[src/rtl/iwd_consts.svh]
// Offsets, key values, reset values and update timing of the watchdog
`ifndef IWD_CONSTS_SVH
`define IWD_CONSTS_SVH
`define IWD_OFS_KEY     4'h0
`define IWD_OFS_DIV     4'h4
`define IWD_OFS_RLD     4'h8
`define IWD_OFS_STS     4'hc
`define IWD_KEY_REFRESH 16'haaaa
`define IWD_KEY_UNLOCK  16'h5555
`define IWD_KEY_START   16'hcccc
`define IWD_RLD_RESET   12'hfff
`define IWD_DIV_RESET   3'h0
`define IWD_UPD_EDGES   2'h2
`endif

[src/rtl/iwd_pkg.sv]
// Types shared by the watchdog design
package iwd_pkg;
  typedef enum logic [2:0] {
    IWD_STOPPED = 3'h1,
    IWD_RUNNING = 3'h2,
    IWD_FIRED   = 3'h4
  } iwd_mode_type;

  typedef struct packed {
    logic [3:0]  addr;
    logic [15:0] wdata;
    logic        wr;
    logic        rd;
  } iwd_bus_type;

  typedef struct packed {
    logic [15:0]  rdata;
    logic [2:0]   osc_s;
    logic         osc_lvl;
    logic [2:0]   hw_s;
    logic         hw_lvl;
    iwd_mode_type mode;
    logic         unlocked;
    logic [2:0]   div_code;
    logic [2:0]   div_pend;
    logic         div_busy;
    logic [1:0]   div_wait;
    logic [11:0]  rld;
    logic [11:0]  rld_pend;
    logic         rld_busy;
    logic [1:0]   rld_wait;
    logic [7:0]   div_cnt;
    logic [11:0]  cnt;
  } iwd_state_type;
endpackage

[src/rtl/iwd_top.sv]
// Independent watchdog: key register, divider, reload and down-counter
//
// Design decisions made here: strobed register access and the register addresses.
`timescale 1ns/10ps
`include "iwd_consts.svh"

module iwd_top (
  input  wire logic                 clk,
  input  wire logic                 reset_n,
  input  wire iwd_pkg::iwd_bus_type bus,
  output logic [15:0]               reg_rdata,
  input  wire logic                 low_speed_osc,
  input  wire logic                 hw_enable_option,
  input  wire logic                 debug_mode,
  input  wire logic                 debug_freeze,
  input  wire logic                 standby_entry,
  output logic                      wdg_reset_req
);

  // ***********************************************************
  // Decoding
  // ***********************************************************
  function automatic logic [7:0] div_limit(input logic [2:0] code);
    case (code)
      3'h0:    div_limit = 8'h03;
      3'h1:    div_limit = 8'h07;
      3'h2:    div_limit = 8'h0f;
      3'h3:    div_limit = 8'h1f;
      3'h4:    div_limit = 8'h3f;
      3'h5:    div_limit = 8'h7f;
      default: div_limit = 8'hff;
    endcase
  endfunction

  localparam iwd_pkg::iwd_state_type ST_RST = '{
    rld:      `IWD_RLD_RESET,
    rld_pend: `IWD_RLD_RESET,
    cnt:      `IWD_RLD_RESET,
    div_code: `IWD_DIV_RESET,
    mode:     iwd_pkg::IWD_STOPPED,
    default:  '0
  };

  iwd_pkg::iwd_state_type q;
  iwd_pkg::iwd_state_type d;
  logic                   osc_edge;
  logic                   tick;
  logic                   frozen;
  logic                   key_wr;
  logic                   refresh;
  logic                   start;
  logic                   div_wr;
  logic                   rld_wr;

  // Edge counts only once the second and third stages agree
  assign osc_edge = (q.osc_s[2] == q.osc_s[1]) && q.osc_s[2] && !q.osc_lvl;
  // Compare with >= so a code change mid-period cannot stall the tick
  assign tick     = osc_edge &&
                    (q.div_cnt >= div_limit(q.div_code));
  assign frozen   = debug_mode && debug_freeze;
  assign key_wr   = bus.wr && (bus.addr == `IWD_OFS_KEY);
  assign refresh  = key_wr && (bus.wdata == `IWD_KEY_REFRESH);
  assign start    = key_wr && (bus.wdata == `IWD_KEY_START);
  assign div_wr   = bus.wr && (bus.addr == `IWD_OFS_DIV) && q.unlocked &&
                    !q.div_busy;
  assign rld_wr   = bus.wr && (bus.addr == `IWD_OFS_RLD) && q.unlocked &&
                    !q.rld_busy;

  // ***********************************************************
  // Next state
  // ***********************************************************
  always_comb begin
    d = q;
    d.rdata = 16'h0;
    d.osc_s = {q.osc_s[1:0], low_speed_osc};
    d.hw_s  = {q.hw_s[1:0], hw_enable_option};
    if (q.osc_s[2] == q.osc_s[1]) begin
      d.osc_lvl = q.osc_s[2];
    end
    if (q.hw_s[2] == q.hw_s[1]) begin
      d.hw_lvl = q.hw_s[2];
    end

    if (key_wr) begin
      d.unlocked = (bus.wdata == `IWD_KEY_UNLOCK);
    end

    if (osc_edge) begin
      d.div_cnt = tick ? 8'h00 : q.div_cnt + 8'h01;
    end

    if (div_wr) begin
      d.div_pend = bus.wdata[2:0];
      d.div_busy = 1'b1;
      d.div_wait = `IWD_UPD_EDGES;
    end else if (q.div_busy && osc_edge) begin
      if (q.div_wait == 2'h1) begin
        d.div_code = q.div_pend;
        d.div_busy = 1'b0;
      end else begin
        d.div_wait = q.div_wait - 2'h1;
      end
    end

    if (standby_entry) begin
      d.rld      = `IWD_RLD_RESET;
      d.rld_busy = 1'b0;
    end else if (rld_wr) begin
      d.rld_pend = bus.wdata[11:0];
      d.rld_busy = 1'b1;
      d.rld_wait = `IWD_UPD_EDGES;
    end else if (q.rld_busy && osc_edge) begin
      if (q.rld_wait == 2'h1) begin
        d.rld      = q.rld_pend;
        d.rld_busy = 1'b0;
      end else begin
        d.rld_wait = q.rld_wait - 2'h1;
      end
    end

    // Standby does not gate any of this
    case (q.mode)
      iwd_pkg::IWD_STOPPED: begin
        if (start || q.hw_lvl) begin
          d.mode = iwd_pkg::IWD_RUNNING;
        end
      end
      iwd_pkg::IWD_RUNNING: begin
        if (tick && !frozen && (q.cnt == 12'h000)) begin
          d.mode = iwd_pkg::IWD_FIRED;
        end
      end
      iwd_pkg::IWD_FIRED: begin
        d.mode = iwd_pkg::IWD_FIRED;
      end
      default: begin
        d.mode = iwd_pkg::IWD_STOPPED;
      end
    endcase

    if (refresh) begin
      d.cnt = q.rld;
    end else if ((q.mode == iwd_pkg::IWD_RUNNING) && tick && !frozen &&
                 (q.cnt != 12'h000)) begin
      d.cnt = q.cnt - 12'h001;
    end

    if (bus.rd) begin
      case (bus.addr)
        `IWD_OFS_DIV: d.rdata = {13'h0, q.div_code};
        `IWD_OFS_RLD: d.rdata = {4'h0, q.rld};
        `IWD_OFS_STS: d.rdata = {14'h0, q.rld_busy, q.div_busy};
        default:      d.rdata = 16'h0;
      endcase
    end
  end

  always_ff @(posedge clk or negedge reset_n) begin
    if (!reset_n) begin
      q <= ST_RST;
    end else begin
      q <= d;
    end
  end

  assign reg_rdata     = q.rdata;
  assign wdg_reset_req = q.mode[2];

  // ***********************************************************
  // Checks
  // ***********************************************************
  logic [2:0] div_edges_q;
  logic [2:0] rld_edges_q;

  always_ff @(posedge clk or negedge reset_n) begin
    if (!reset_n) begin
      div_edges_q <= 3'h0;
      rld_edges_q <= 3'h0;
    end else begin
      div_edges_q <= !q.div_busy ? 3'h0 : div_edges_q + {2'h0, osc_edge};
      rld_edges_q <= !q.rld_busy ? 3'h0 : rld_edges_q + {2'h0, osc_edge};
    end
  end
endmodule

[config.mk]
export PLATFORM = sky130hd
export DESIGN_NAME = iwd_top
export DESIGN_NICKNAME = d
export VERILOG_FILES = /design/src/rtl/iwd_pkg.sv /design/src/rtl/iwd_top.sv
export VERILOG_INCLUDE_DIRS = /design/src /design/src/rtl
export SDC_FILE = /design/constraint.sdc
export NUM_CORES = 1
export LEC_CHECK = 0
export BUFFER_PORTS_ARGS = -buffer_cell sky130_fd_sc_hd__buf_2
export CAP_MARGIN = 20
export CORE_ASPECT_RATIO = 1.4
export CORE_MARGIN = 10
export CORE_UTILIZATION = 50
export DETAILED_ROUTE_END_ITERATION = 8
export GPL_TIMING_DRIVEN = 0
export PLACE_DENSITY = 0.67
export REMOVE_ABC_BUFFERS = 1
export SYNTH_ARGS = -nofsm -noshare
export SYNTH_HDL_FRONTEND = slang
export SYNTH_SLANG_ARGS = --single-unit
[constraint.sdc]
create_clock -name clk -period 2.9 [get_ports clk]
set_input_delay 0.145 -clock clk [delete_from_list [all_inputs] [get_ports clk]]
set_output_delay 0.145 -clock clk [all_outputs]
set_load 0.05 [all_outputs]
==> results of run 1 <==
[worst register-to-register path, delay by kind of cell (launching register included)]
family	cells	cell delay [ns]
and+or+nand+nor	3	1.01
buffers and inverters	1	0.23
adders and majority gates	1	0.29
DFF	1	0.48
AOI/OAI and AO/OA	3	0.52
[per-layer routing]
metal	part of all wire, %	up-vias	routed length (um)
met3	3.8	13	303
met5	0	-	0
met2	51	48	3996
met1	43	1307	3415
met4	2.4	0	193
li1	-	1309	-
[kinds of logic after synthesis]
group | after synthesis
AO/OA/AOI/OAI | 60
XOR/XNOR | 7
adder cells (fa/ha/maj) | 12
buffers and inverters | 36
flip-flops | 80
multiplexers | 23
other | 1
AND/OR/NAND/NOR | 126
[sequential cells by signal, indices dropped and copies added, names as in the netlist]
register       flops
wdg_reset_req      1
reg_rdata         12
q                 63
d                  4
[power by group through the flow]
stage                     Combinational (mW)  Sequential [mW]  Clock (mW)
after detailed placement               0.382             1.29           0
after global routing                   0.433             1.28       0.883
final                                  0.384             1.27       0.807
after global placement                 0.361             1.29           0
after CTS                              0.388             1.27       0.827
after floorplan                        0.258             1.28           0
[how the worst max path moves through the flow]
stage | start | end | slack [ns] | cells after the start
after CTS | q[55] | q[6] | 0.14 | 8
final | q[55] | q[6] | 0.30 | 8
after global placement | q[55] | q[5] | 0.02 | 7
after global routing | q[55] | q[6] | 0.04 | 8
after detailed placement | q[55] | q[6] | 0.19 | 8
after floorplan | q[55] | q[4] | 0.50 | 7
[cells in the final DEF (no fill, tap or decap), types with 11 or more instances in the layout]
| master | instances |
|---|---|
| and2_1 | 11 |
| dfrtp_1 | 43 |
| o22a_1 | 12 |
| dfstp_2 | 37 |
| nor2_1 | 30 |
| mux2_1 | 12 |
| nand2_1 | 17 |
| ha_1 | 11 |
| a31oi_1 | 12 |
| buf_2 | 40 |
[area by class of cell]
class / instances / area share [%]
clock inverters: 5 / 1.352
well taps: 100 / 2.877
flip-flops and latches: 80 / 47.09
clock buffers: 11 / 3.021
inverters: 9 / 0.7768
repair buffers: 47 / 6.588
multi-input cells: 232 / 38.29
[repair_timing]
action | in CTS | in global routing
endpoints found under the setup margin | 0 | 1
buffers inserted | 0 | 0
resized for setup | 0 | 1
hold buffers | 4 | 0
hold endpoints to repair | 43 | 0
[per-stage QoR]
step / setup WS (ns) / area (sq um)
after detailed placement: 0.1870 / 4115
after CTS: 0.1426 / 4345
after global routing: 0.03929 / 4349
final: 0.3007 / 4349
after floorplan: 0.4999 / 3744
after global placement: 0.02127 / 4074
==> impl_metrics.env, run 1 <==
export IMPL_postRouteAntennaNets=0
export IMPL_reg2reg_depth=8
export IMPL_ys_top_cells_by_area="dfrtp_1, dfstp_2, ha_1"
export IMPL_gp_congestion=0.8267
export IMPL_ys_ff_latch=80
export IMPL_areaGrowthSynthToFinish_pct=11.37
export IMPL_whs_endpoint="q[26]"
export IMPL_synth_most_common_cell="dfrtp_1"
export IMPL_synth_top_cell_by_area="dfrtp_1"
export IMPL_grt_pass1_wl_mm=13.15
export IMPL_multi_input_area_sq_um=1665
export IMPL_holdCritPathClass="input port to flop"
export IMPL_synth_top_family_by_area="simple AND/OR/NAND/NOR gates"
export IMPL_drv_slew=0
export IMPL_n_fill_cell=672
export IMPL_nets=419
export IMPL_synth_mux_area_share_pct=6.600
export IMPL_drt_wl_total_mm=7.909
export IMPL_arrival_ns=2.90
export IMPL_hold_ws_ns=0.01605
export IMPL_route_detailed_drc=0
export IMPL_via_count=2677
export IMPL_numCtsBuffers=9
export IMPL_path_clk_slew_ns=0.08
export IMPL_status="completed"
export IMPL_synthXorXnorAreaFrac_pct=1.570
export IMPL_min_period_over_period_pct=89.63
export IMPL_synth_fa_ha_area_share_pct=3.781
export IMPL_postSynthCellCount=345
export IMPL_gr_total_overflow=0
export IMPL_use_met2_pct=23.14
export IMPL_yosysSeqAreaShare_pct=52.45
export IMPL_worstPathCellList="o21ai_0 -> ha_1 -> nand2_1 -> nor4_4 -> o21ai_2 -> buf_6 -> or4_1 -> a31oi_1"
export IMPL_clk_latency_ns=0.37
export IMPL_p_int_mw=1.760
export IMPL_synth_simple_area_share_pct=19.64
export IMPL_grt_total_usage_pct=14.30
export IMPL_reg2reg_setup_slack_ns=0.30
export IMPL_pin_count=46
export IMPL_p_seq_share_pct=51.7
export IMPL_fp_dieArea_sq_um=11800
export IMPL_placed_cells=464
export IMPL_portBuffers=41
export IMPL_h_tree_depth=3
export IMPL_p_clk_share_pct=32.7
export IMPL_drive_gt1_share_pct=29.43
export IMPL_switchingPower_mw=0.7051
export IMPL_coreArea_sq_um=7702
export IMPL_leakage_nw=1.947
export IMPL_cp_max_fo=12
export IMPL_drt_iter0_drc=141
export IMPL_grt_pass1_vias=2703
export IMPL_combPwrFrac_pct=15.6
export IMPL_wl_per_cell_um=16.34
export IMPL_grt_use_met1_pct=16.89
export IMPL_synth_commonest_cells="dfrtp_1, dfstp_2, nor2_1, nand2_1, buf_4"
export IMPL_path_delay_family="simple AND/OR/NAND/NOR gates"
export IMPL_netlist_area_leader_share_pct=27.56
export IMPL_worst_slew_pin_slew_ns=0.7944
export IMPL_crit_path_top_delay_cell="or4_1"
export IMPL_hpwlAfterDp_mm=5.937
export IMPL_die_y_um=124.6
export IMPL_cts_root_buffer="clkbuf_8"
export IMPL_synth_edf_count=0
export IMPL_synth_area_sq_um=3905
export IMPL_synth_cell_type_count=59
export IMPL_ys_flop_type="dfrtp_1"
export IMPL_period_minus_slack_ns=2.599
export IMPL_crit_type="flop to flop"
export IMPL_async_flop_share_pct=100.0
export IMPL_reg2reg_to="q[6]"
export IMPL_finalClockSkew_ns=0.01178
export IMPL_ys_warn_count=0
export IMPL_relSlewSlack_pct=46.93
export IMPL_row_count=38
export IMPL_cts_tree="done"
export IMPL_finalNonFillerCells=484
export IMPL_required_ns=3.20
export IMPL_max_stage_delay_ns=0.51
export IMPL_holdCritStartpoint="bus[5]"
export IMPL_layout_area_seq_sq_um=2048
export IMPL_final_util_pct=56.47
export IMPL_endpoint_kind="flop"
export IMPL_rsz0062_at_grt="no"
export IMPL_clock_path_buffers=2
export IMPL_finalSetupTns_ns=0
export IMPL_cap_violations=0
export IMPL_via_per_inst=5.531
export IMPL_reg2reg_from="q[55]"
export IMPL_use_met3_pct=3.739
export IMPL_fmax_mhz=384.7
export IMPL_crit_buf_inv=1
export IMPL_p_total_mw=2.465
export IMPL_hold_depth=2
export IMPL_worstSetupStartpointType="flop"
export IMPL_grt_max_degree=62
export IMPL_hold_viol_final=0
export IMPL_synth_area_per_cell_sq_um=11.32
export IMPL_initial_core_util_pct=50.70
export IMPL_die_width_um=94.69
export IMPL_busiest_layer="met2"
export IMPL_drtPass1Iterations=4
export IMPL_diodes=0
export IMPL_vdd_ir_drop_max_v=0.0003253
export IMPL_grt_antenna_before_repair=0
export IMPL_synth_compound_area_share_pct=10.57
export IMPL_setup_viol=0
export IMPL_cts_sinks=80
export IMPL_powerDensity_nw_per_um2=566.8
export IMPL_switching_share_pct=28.60
Note: power is estimated with default switching activity, not from simulation.
==> run 2, diff against run 1 <==
--- a/config.mk
+++ b/config.mk
@@ -6,14 +6,14 @@
 export SDC_FILE = /design/constraint.sdc
 export NUM_CORES = 1
 export LEC_CHECK = 0
-export BUFFER_PORTS_ARGS = -buffer_cell sky130_fd_sc_hd__buf_2
 export CAP_MARGIN = 20
 export CORE_ASPECT_RATIO = 1.4
 export CORE_MARGIN = 10
 export CORE_UTILIZATION = 50
 export DETAILED_ROUTE_END_ITERATION = 8
+export DONT_BUFFER_PORTS = 1
 export GPL_TIMING_DRIVEN = 0
-export PLACE_DENSITY = 0.67
+export PLACE_DENSITY = 0.62
 export REMOVE_ABC_BUFFERS = 1
 export SYNTH_ARGS = -nofsm -noshare
 export SYNTH_HDL_FRONTEND = slang
==> impl_metrics.env, run 2 (same netlist as run 1, synthesis figures left out) <==
export IMPL_p_int_mw=1.777
export IMPL_cts_sinks=80
export IMPL_final_util_pct=55.95
export IMPL_switchingPower_mw=0.7069
export IMPL_worst_slew_pin_slew_ns=0.8328
export IMPL_grt_antenna_before_repair=0
export IMPL_leakage_nw=1.846
export IMPL_crit_type="flop to flop"
export IMPL_period_minus_slack_ns=2.631
export IMPL_coreArea_sq_um=7702
export IMPL_via_per_inst=5.712
export IMPL_via_count=2616
export IMPL_p_total_mw=2.484
export IMPL_finalClockSkew_ns=0.006320
export IMPL_wl_per_cell_um=18.18
export IMPL_fmax_mhz=380.1
export IMPL_nets=393
export IMPL_relSlewSlack_pct=44.37
export IMPL_cap_violations=0
export IMPL_portBuffers=0
export IMPL_hpwlAfterDp_mm=5.883
export IMPL_grt_max_degree=81
export IMPL_largest_register_ffs=63
export IMPL_finalNonFillerCells=458
export IMPL_final_common_cell="dfrtp_1"
export IMPL_row_count=38
export IMPL_fin_area_sq_um=4309
export IMPL_drtPass1Iterations=4
export IMPL_top_register="q"
export IMPL_min_period_over_period_pct=90.73
export IMPL_wl_met2_mm=4.428
export IMPL_hold_viol_final=0
export IMPL_path_clk_slew_ns=0.08
export IMPL_endpoint_kind="flop"
export IMPL_drt_wl_total_mm=8.325
export IMPL_crit_path_top_delay_cell="or4_1"
export IMPL_powerDensity_nw_per_um2=576.5
export IMPL_combPwrFrac_pct=14.6
export IMPL_worst_slack_ns=0.2688
export IMPL_route_detailed_drc=0
export IMPL_cts_tree="done"
export IMPL_cp_max_fo=12
export IMPL_placed_cells=422
export IMPL_gp_congestion=0.8199
export IMPL_arrival_ns=2.91
export IMPL_die_y_um=124.6
export IMPL_wl_met1_mm=3.382
export IMPL_status="completed"
export IMPL_drv_slew=0
export IMPL_initial_core_util_pct=50.70
export IMPL_vdd_ir_drop_max_v=0.0003375
export IMPL_cts_root_buffer="clkbuf_8"
export IMPL_final_cell_mix="dfrtp_1, dfstp_2, nor2_1"
export IMPL_gr_total_overflow=0
export IMPL_drive_gt1_share_pct=20.67
export IMPL_required_ns=3.18
export IMPL_postRouteAntennaNets=0
export IMPL_die_width_um=94.69
export IMPL_setup_viol=0
export IMPL_drt_iter0_drc=90
export IMPL_areaGrowthSynthToFinish_pct=10.35
export IMPL_switching_share_pct=28.46
export IMPL_worstPathCellList="o21ai_0 -> ha_1 -> nand2_1 -> nor4_4 -> o21ai_2 -> buf_6 -> or4_1 -> a31oi_1"
export IMPL_grt_total_usage_pct=14.90
export IMPL_grt_pass1_vias=2735
export IMPL_max_stage_delay_ns=0.50
export IMPL_h_tree_depth=3
export IMPL_rsz0062_at_grt="no"
export IMPL_placed_area_sq_um=3880
export IMPL_clock_path_buffers=2
export IMPL_fp_dieArea_sq_um=11800
export IMPL_met3_length_um=364
export IMPL_hold_ws_ns=0.04054
export IMPL_clk_latency_ns=0.35
export IMPL_highest_signal_layer="met4"
export IMPL_pre_cts_slack_ns=0.1649
export IMPL_cts_setup_buffers=0
export IMPL_numCtsBuffers=9
export IMPL_worstSetupStartpointType="flop"
export IMPL_holdCritPathClass="input port to flop"
export IMPL_diodes=0
export IMPL_pin_count=46
export IMPL_reg2reg_setup_slack_ns=0.27
export IMPL_p_clk_share_pct=33.5
export IMPL_finalSetupTns_ns=0
export IMPL_grt_pass1_wl_mm=13.80
export IMPL_p_seq_share_pct=51.9
## run 2: routing by layer
| metal | GRT usage (%) | vias to the layer above |
|---|---|---|
| met1 | 17.38 | 1305 |
| met4 | 6.625 | 0 |
| met3 | 2.774 | 8 |
| met2 | 25.45 | 44 |
| met5 | 0 | - |
| li1 | - | 1259 |
## run 2: power groups by stage
stage,Sequential [mW],Clock (mW),Combinational (mW)
4_1_cts,1.29,0.855,0.365
6_report,1.29,0.833,0.362
3_5_place_dp,1.31,0,0.316
3_3_place_gp,1.30,0,0.302
2_1_floorplan,1.28,0,0.258
5_1_grt,1.31,0.899,0.413
## run 2: final timing paths
path	from	endpoint	depth (start not counted)
max	q[55]	q[6]	8
min	bus[21]	q[56]	3
max reg2reg	q[55]	q[6]	8
min reg2reg	d[66]	d[67]	0
max in group asynchronous	reset_n	q[1]	2
min in group asynchronous	reset_n	q[13]	2
## run 2: critical path, delay by kind of cell, from the launching register on
| family | cells | cell delay [ns] |
|---|---|---|
| adder cells (fa/ha/maj) | 1 | 0.29 |
| flip-flops | 1 | 0.49 |
| AO/OA/AOI/OAI | 3 | 0.53 |
| buffers and inverters | 1 | 0.23 |
| AND/OR/NAND/NOR | 3 | 1.02 |
## run 2: what timing repair did
| item | CTS | global route |
|---|---|---|
| endpoints found under the hold margin | 100 | 0 |
| resized for setup | 0 | 1 |
| hold buffers | 20 | 0 |
| setup endpoints to repair | 0 | 1 |
## run 2: cell type report
class	count	area [sq um]
well taps	100	125.1
multi-input cells	232	1665
clock buffers	11	173.9
repair buffers	21	229.0
clock inverters	5	33.78
inverters	9	33.78
fillers	693	3393
flip-flops and latches	80	2048
==> run 3, diff against run 2 <==
==> constraint.sdc (replaced) <==
create_clock -name clk -period 2.7 [get_ports clk]
set_input_delay 0.135 -clock clk [delete_from_list [all_inputs] [get_ports clk]]
set_output_delay 0.135 -clock clk [all_outputs]
set_load 0.05 [all_outputs]
==> impl_metrics.env, run 3 (same netlist as run 1, synthesis figures left out) <==
export IMPL_clock_path_buffers=2
export IMPL_holdCritPathClass="input port to flop"
export IMPL_largest_register_ffs=63
export IMPL_p_total_mw=2.689
export IMPL_drv_slew=0
export IMPL_pin_count=46
export IMPL_status="completed"
export IMPL_route_detailed_drc=0
export IMPL_setup_viol=0
export IMPL_wl_per_cell_um=18.13
export IMPL_fmax_mhz=400.3
export IMPL_hold_viol_final=0
export IMPL_top_register="q"
export IMPL_cts_sinks=80
export IMPL_postRouteAntennaNets=0
export IMPL_grt_pass1_wl_mm=13.79
export IMPL_leakage_nw=1.848
export IMPL_path_clk_slew_ns=0.08
export IMPL_final_common_cell="dfrtp_1"
export IMPL_drt_iter0_drc=100
export IMPL_cp_startpoint="q[55]"
export IMPL_final_util_pct=56.08
export IMPL_relSlewSlack_pct=43.24
export IMPL_cap_violations=0
export IMPL_drive_gt1_share_pct=21.45
export IMPL_clk_latency_ns=0.35
export IMPL_portBuffers=0
export IMPL_grt_total_usage_pct=14.89
export IMPL_nets=394
export IMPL_h_tree_depth=3
export IMPL_reg2reg_from="q[55]"
export IMPL_gp_congestion=0.8199
export IMPL_grt_antenna_before_repair=0
export IMPL_initial_core_util_pct=50.70
export IMPL_worstPathCellList="o21ai_0 -> ha_1 -> nand2_1 -> nor4_4 -> o21ai_2 -> buf_6 -> or4_1 -> a31oi_1"
export IMPL_gr_total_overflow=0
export IMPL_vdd_ir_drop_max_v=0.0003624
export IMPL_worstSetupStartpointType="flop"
export IMPL_final_cell_mix="dfrtp_1, dfstp_2, nor2_1"
export IMPL_diodes=0
export IMPL_numCtsBuffers=9
export IMPL_arrival_ns=2.78
export IMPL_finalClockSkew_ns=0.006367
export IMPL_areaGrowthSynthToFinish_pct=10.61
export IMPL_row_count=38
export IMPL_worst_slew_pin_slew_ns=0.8496
export IMPL_rsz0062_at_grt="no"
export IMPL_path_delay_family="simple AND/OR/NAND/NOR gates"
export IMPL_period_minus_slack_ns=2.498
export IMPL_hpwlAfterDp_mm=5.883
export IMPL_layout_area_seq_sq_um=2051
export IMPL_die_y_um=124.6
export IMPL_required_ns=2.98
export IMPL_via_per_inst=5.704
export IMPL_cts_tree="done"
export IMPL_finalSetupTns_ns=0
export IMPL_cts_root_buffer="clkbuf_8"
export IMPL_n_fill_cell=692
export IMPL_highest_signal_layer="met4"
export IMPL_cp_max_fo=12
export IMPL_die_width_um=94.69
export IMPL_wl_met1_mm=3.414
export IMPL_wl_met2_mm=4.410
export IMPL_coreArea_sq_um=7702
export IMPL_drtPass1Iterations=4
export IMPL_min_period_over_period_pct=92.53
export IMPL_endpoint_kind="flop"
export IMPL_holdCritStartpoint="bus[21]"
export IMPL_fp_dieArea_sq_um=11800
export IMPL_multi_input_area_sq_um=1665
export IMPL_via_count=2618
export IMPL_powerDensity_nw_per_um2=622.6
export IMPL_crit_type="flop to flop"
export IMPL_grt_pass1_vias=2736
export IMPL_crit_path_top_delay_cell="or4_1"
export IMPL_grt_max_degree=81
export IMPL_crit_buf_inv=1
export IMPL_met3_length_um=346
export IMPL_drt_wl_total_mm=8.321
export IMPL_max_stage_delay_ns=0.50
-- run 3: cell types whose count changed in the layout (fill, tap and decap cells not counted), sizes merged --
cell  change
buf       +1
-- run 3: routing by layer --
layer,vias up,global-route usage [%]
met5,-,0
met4,0,6.625
met3,9,2.774
met2,40,25.41
met1,1311,17.38
li1,1258,-
-- run 3: area by class of cell --
class | instances | area share, %
clock buffer | 11 | 4.027
clock inverter | 5 | 0.7822
inverter | 9 | 0.7822
multi-input combinational | 232 | 38.56
sequential | 80 | 47.48
tap | 100 | 2.897
timing repair buffer | 22 | 5.475
-- run 3: worst reg2reg max path, stage by stage, from the launching register on --
cell and delay (ns):
dfrtp_2 0.44, o21ai_0 0.11, ha_1 0.28, nand2_1 0.10
nor4_4 0.38, o21ai_2 0.21, buf_6 0.23, or4_1 0.50
a31oi_1 0.18
-- run 3: timing repair --
item	CTS	global route
resized for setup	1	2
hold endpoints to repair	100	0
pin swaps	0	1
hold buffers	20	0
setup buffers	0	1
setup endpoints to repair	1	1
-- run 3: where the power goes --
part / internal [mW] / total (mW) / leakage (nW) / switching [mW]
registers: 1.28 / 1.38 / 0.946 / 0.0994
logic: 0.193 / 0.412 / 0.791 / 0.219
clock network: 0.448 / 0.893 / 0.110 / 0.445
-- run 3: final timing paths --
kind | end | slack (ns) | cells past startpoint
max | q[6] | 0.20 | 8
min | q[56] | 0.03 | 3
max reg2reg | q[6] | 0.20 | 8
min reg2reg | d[67] | 0.35 | 0
max in group asynchronous | q[1] | 2.00 | 2
min in group asynchronous | q[13] | 0.33 | 2
-- run 3: stage by stage --
step,std cells,area (sq um),hold slack (ns),setup WS (ns)
floorplan,321,3744,-0.1606,0.2999
global placement,421,3869,-0.1573,-0.1825
detailed placement,422,3880,-0.1569,-0.03506
CTS,458,4309,0.02075,0.04446
global route,459,4319,0.04211,0.03097
finish,459,4319,0.02973,0.2017
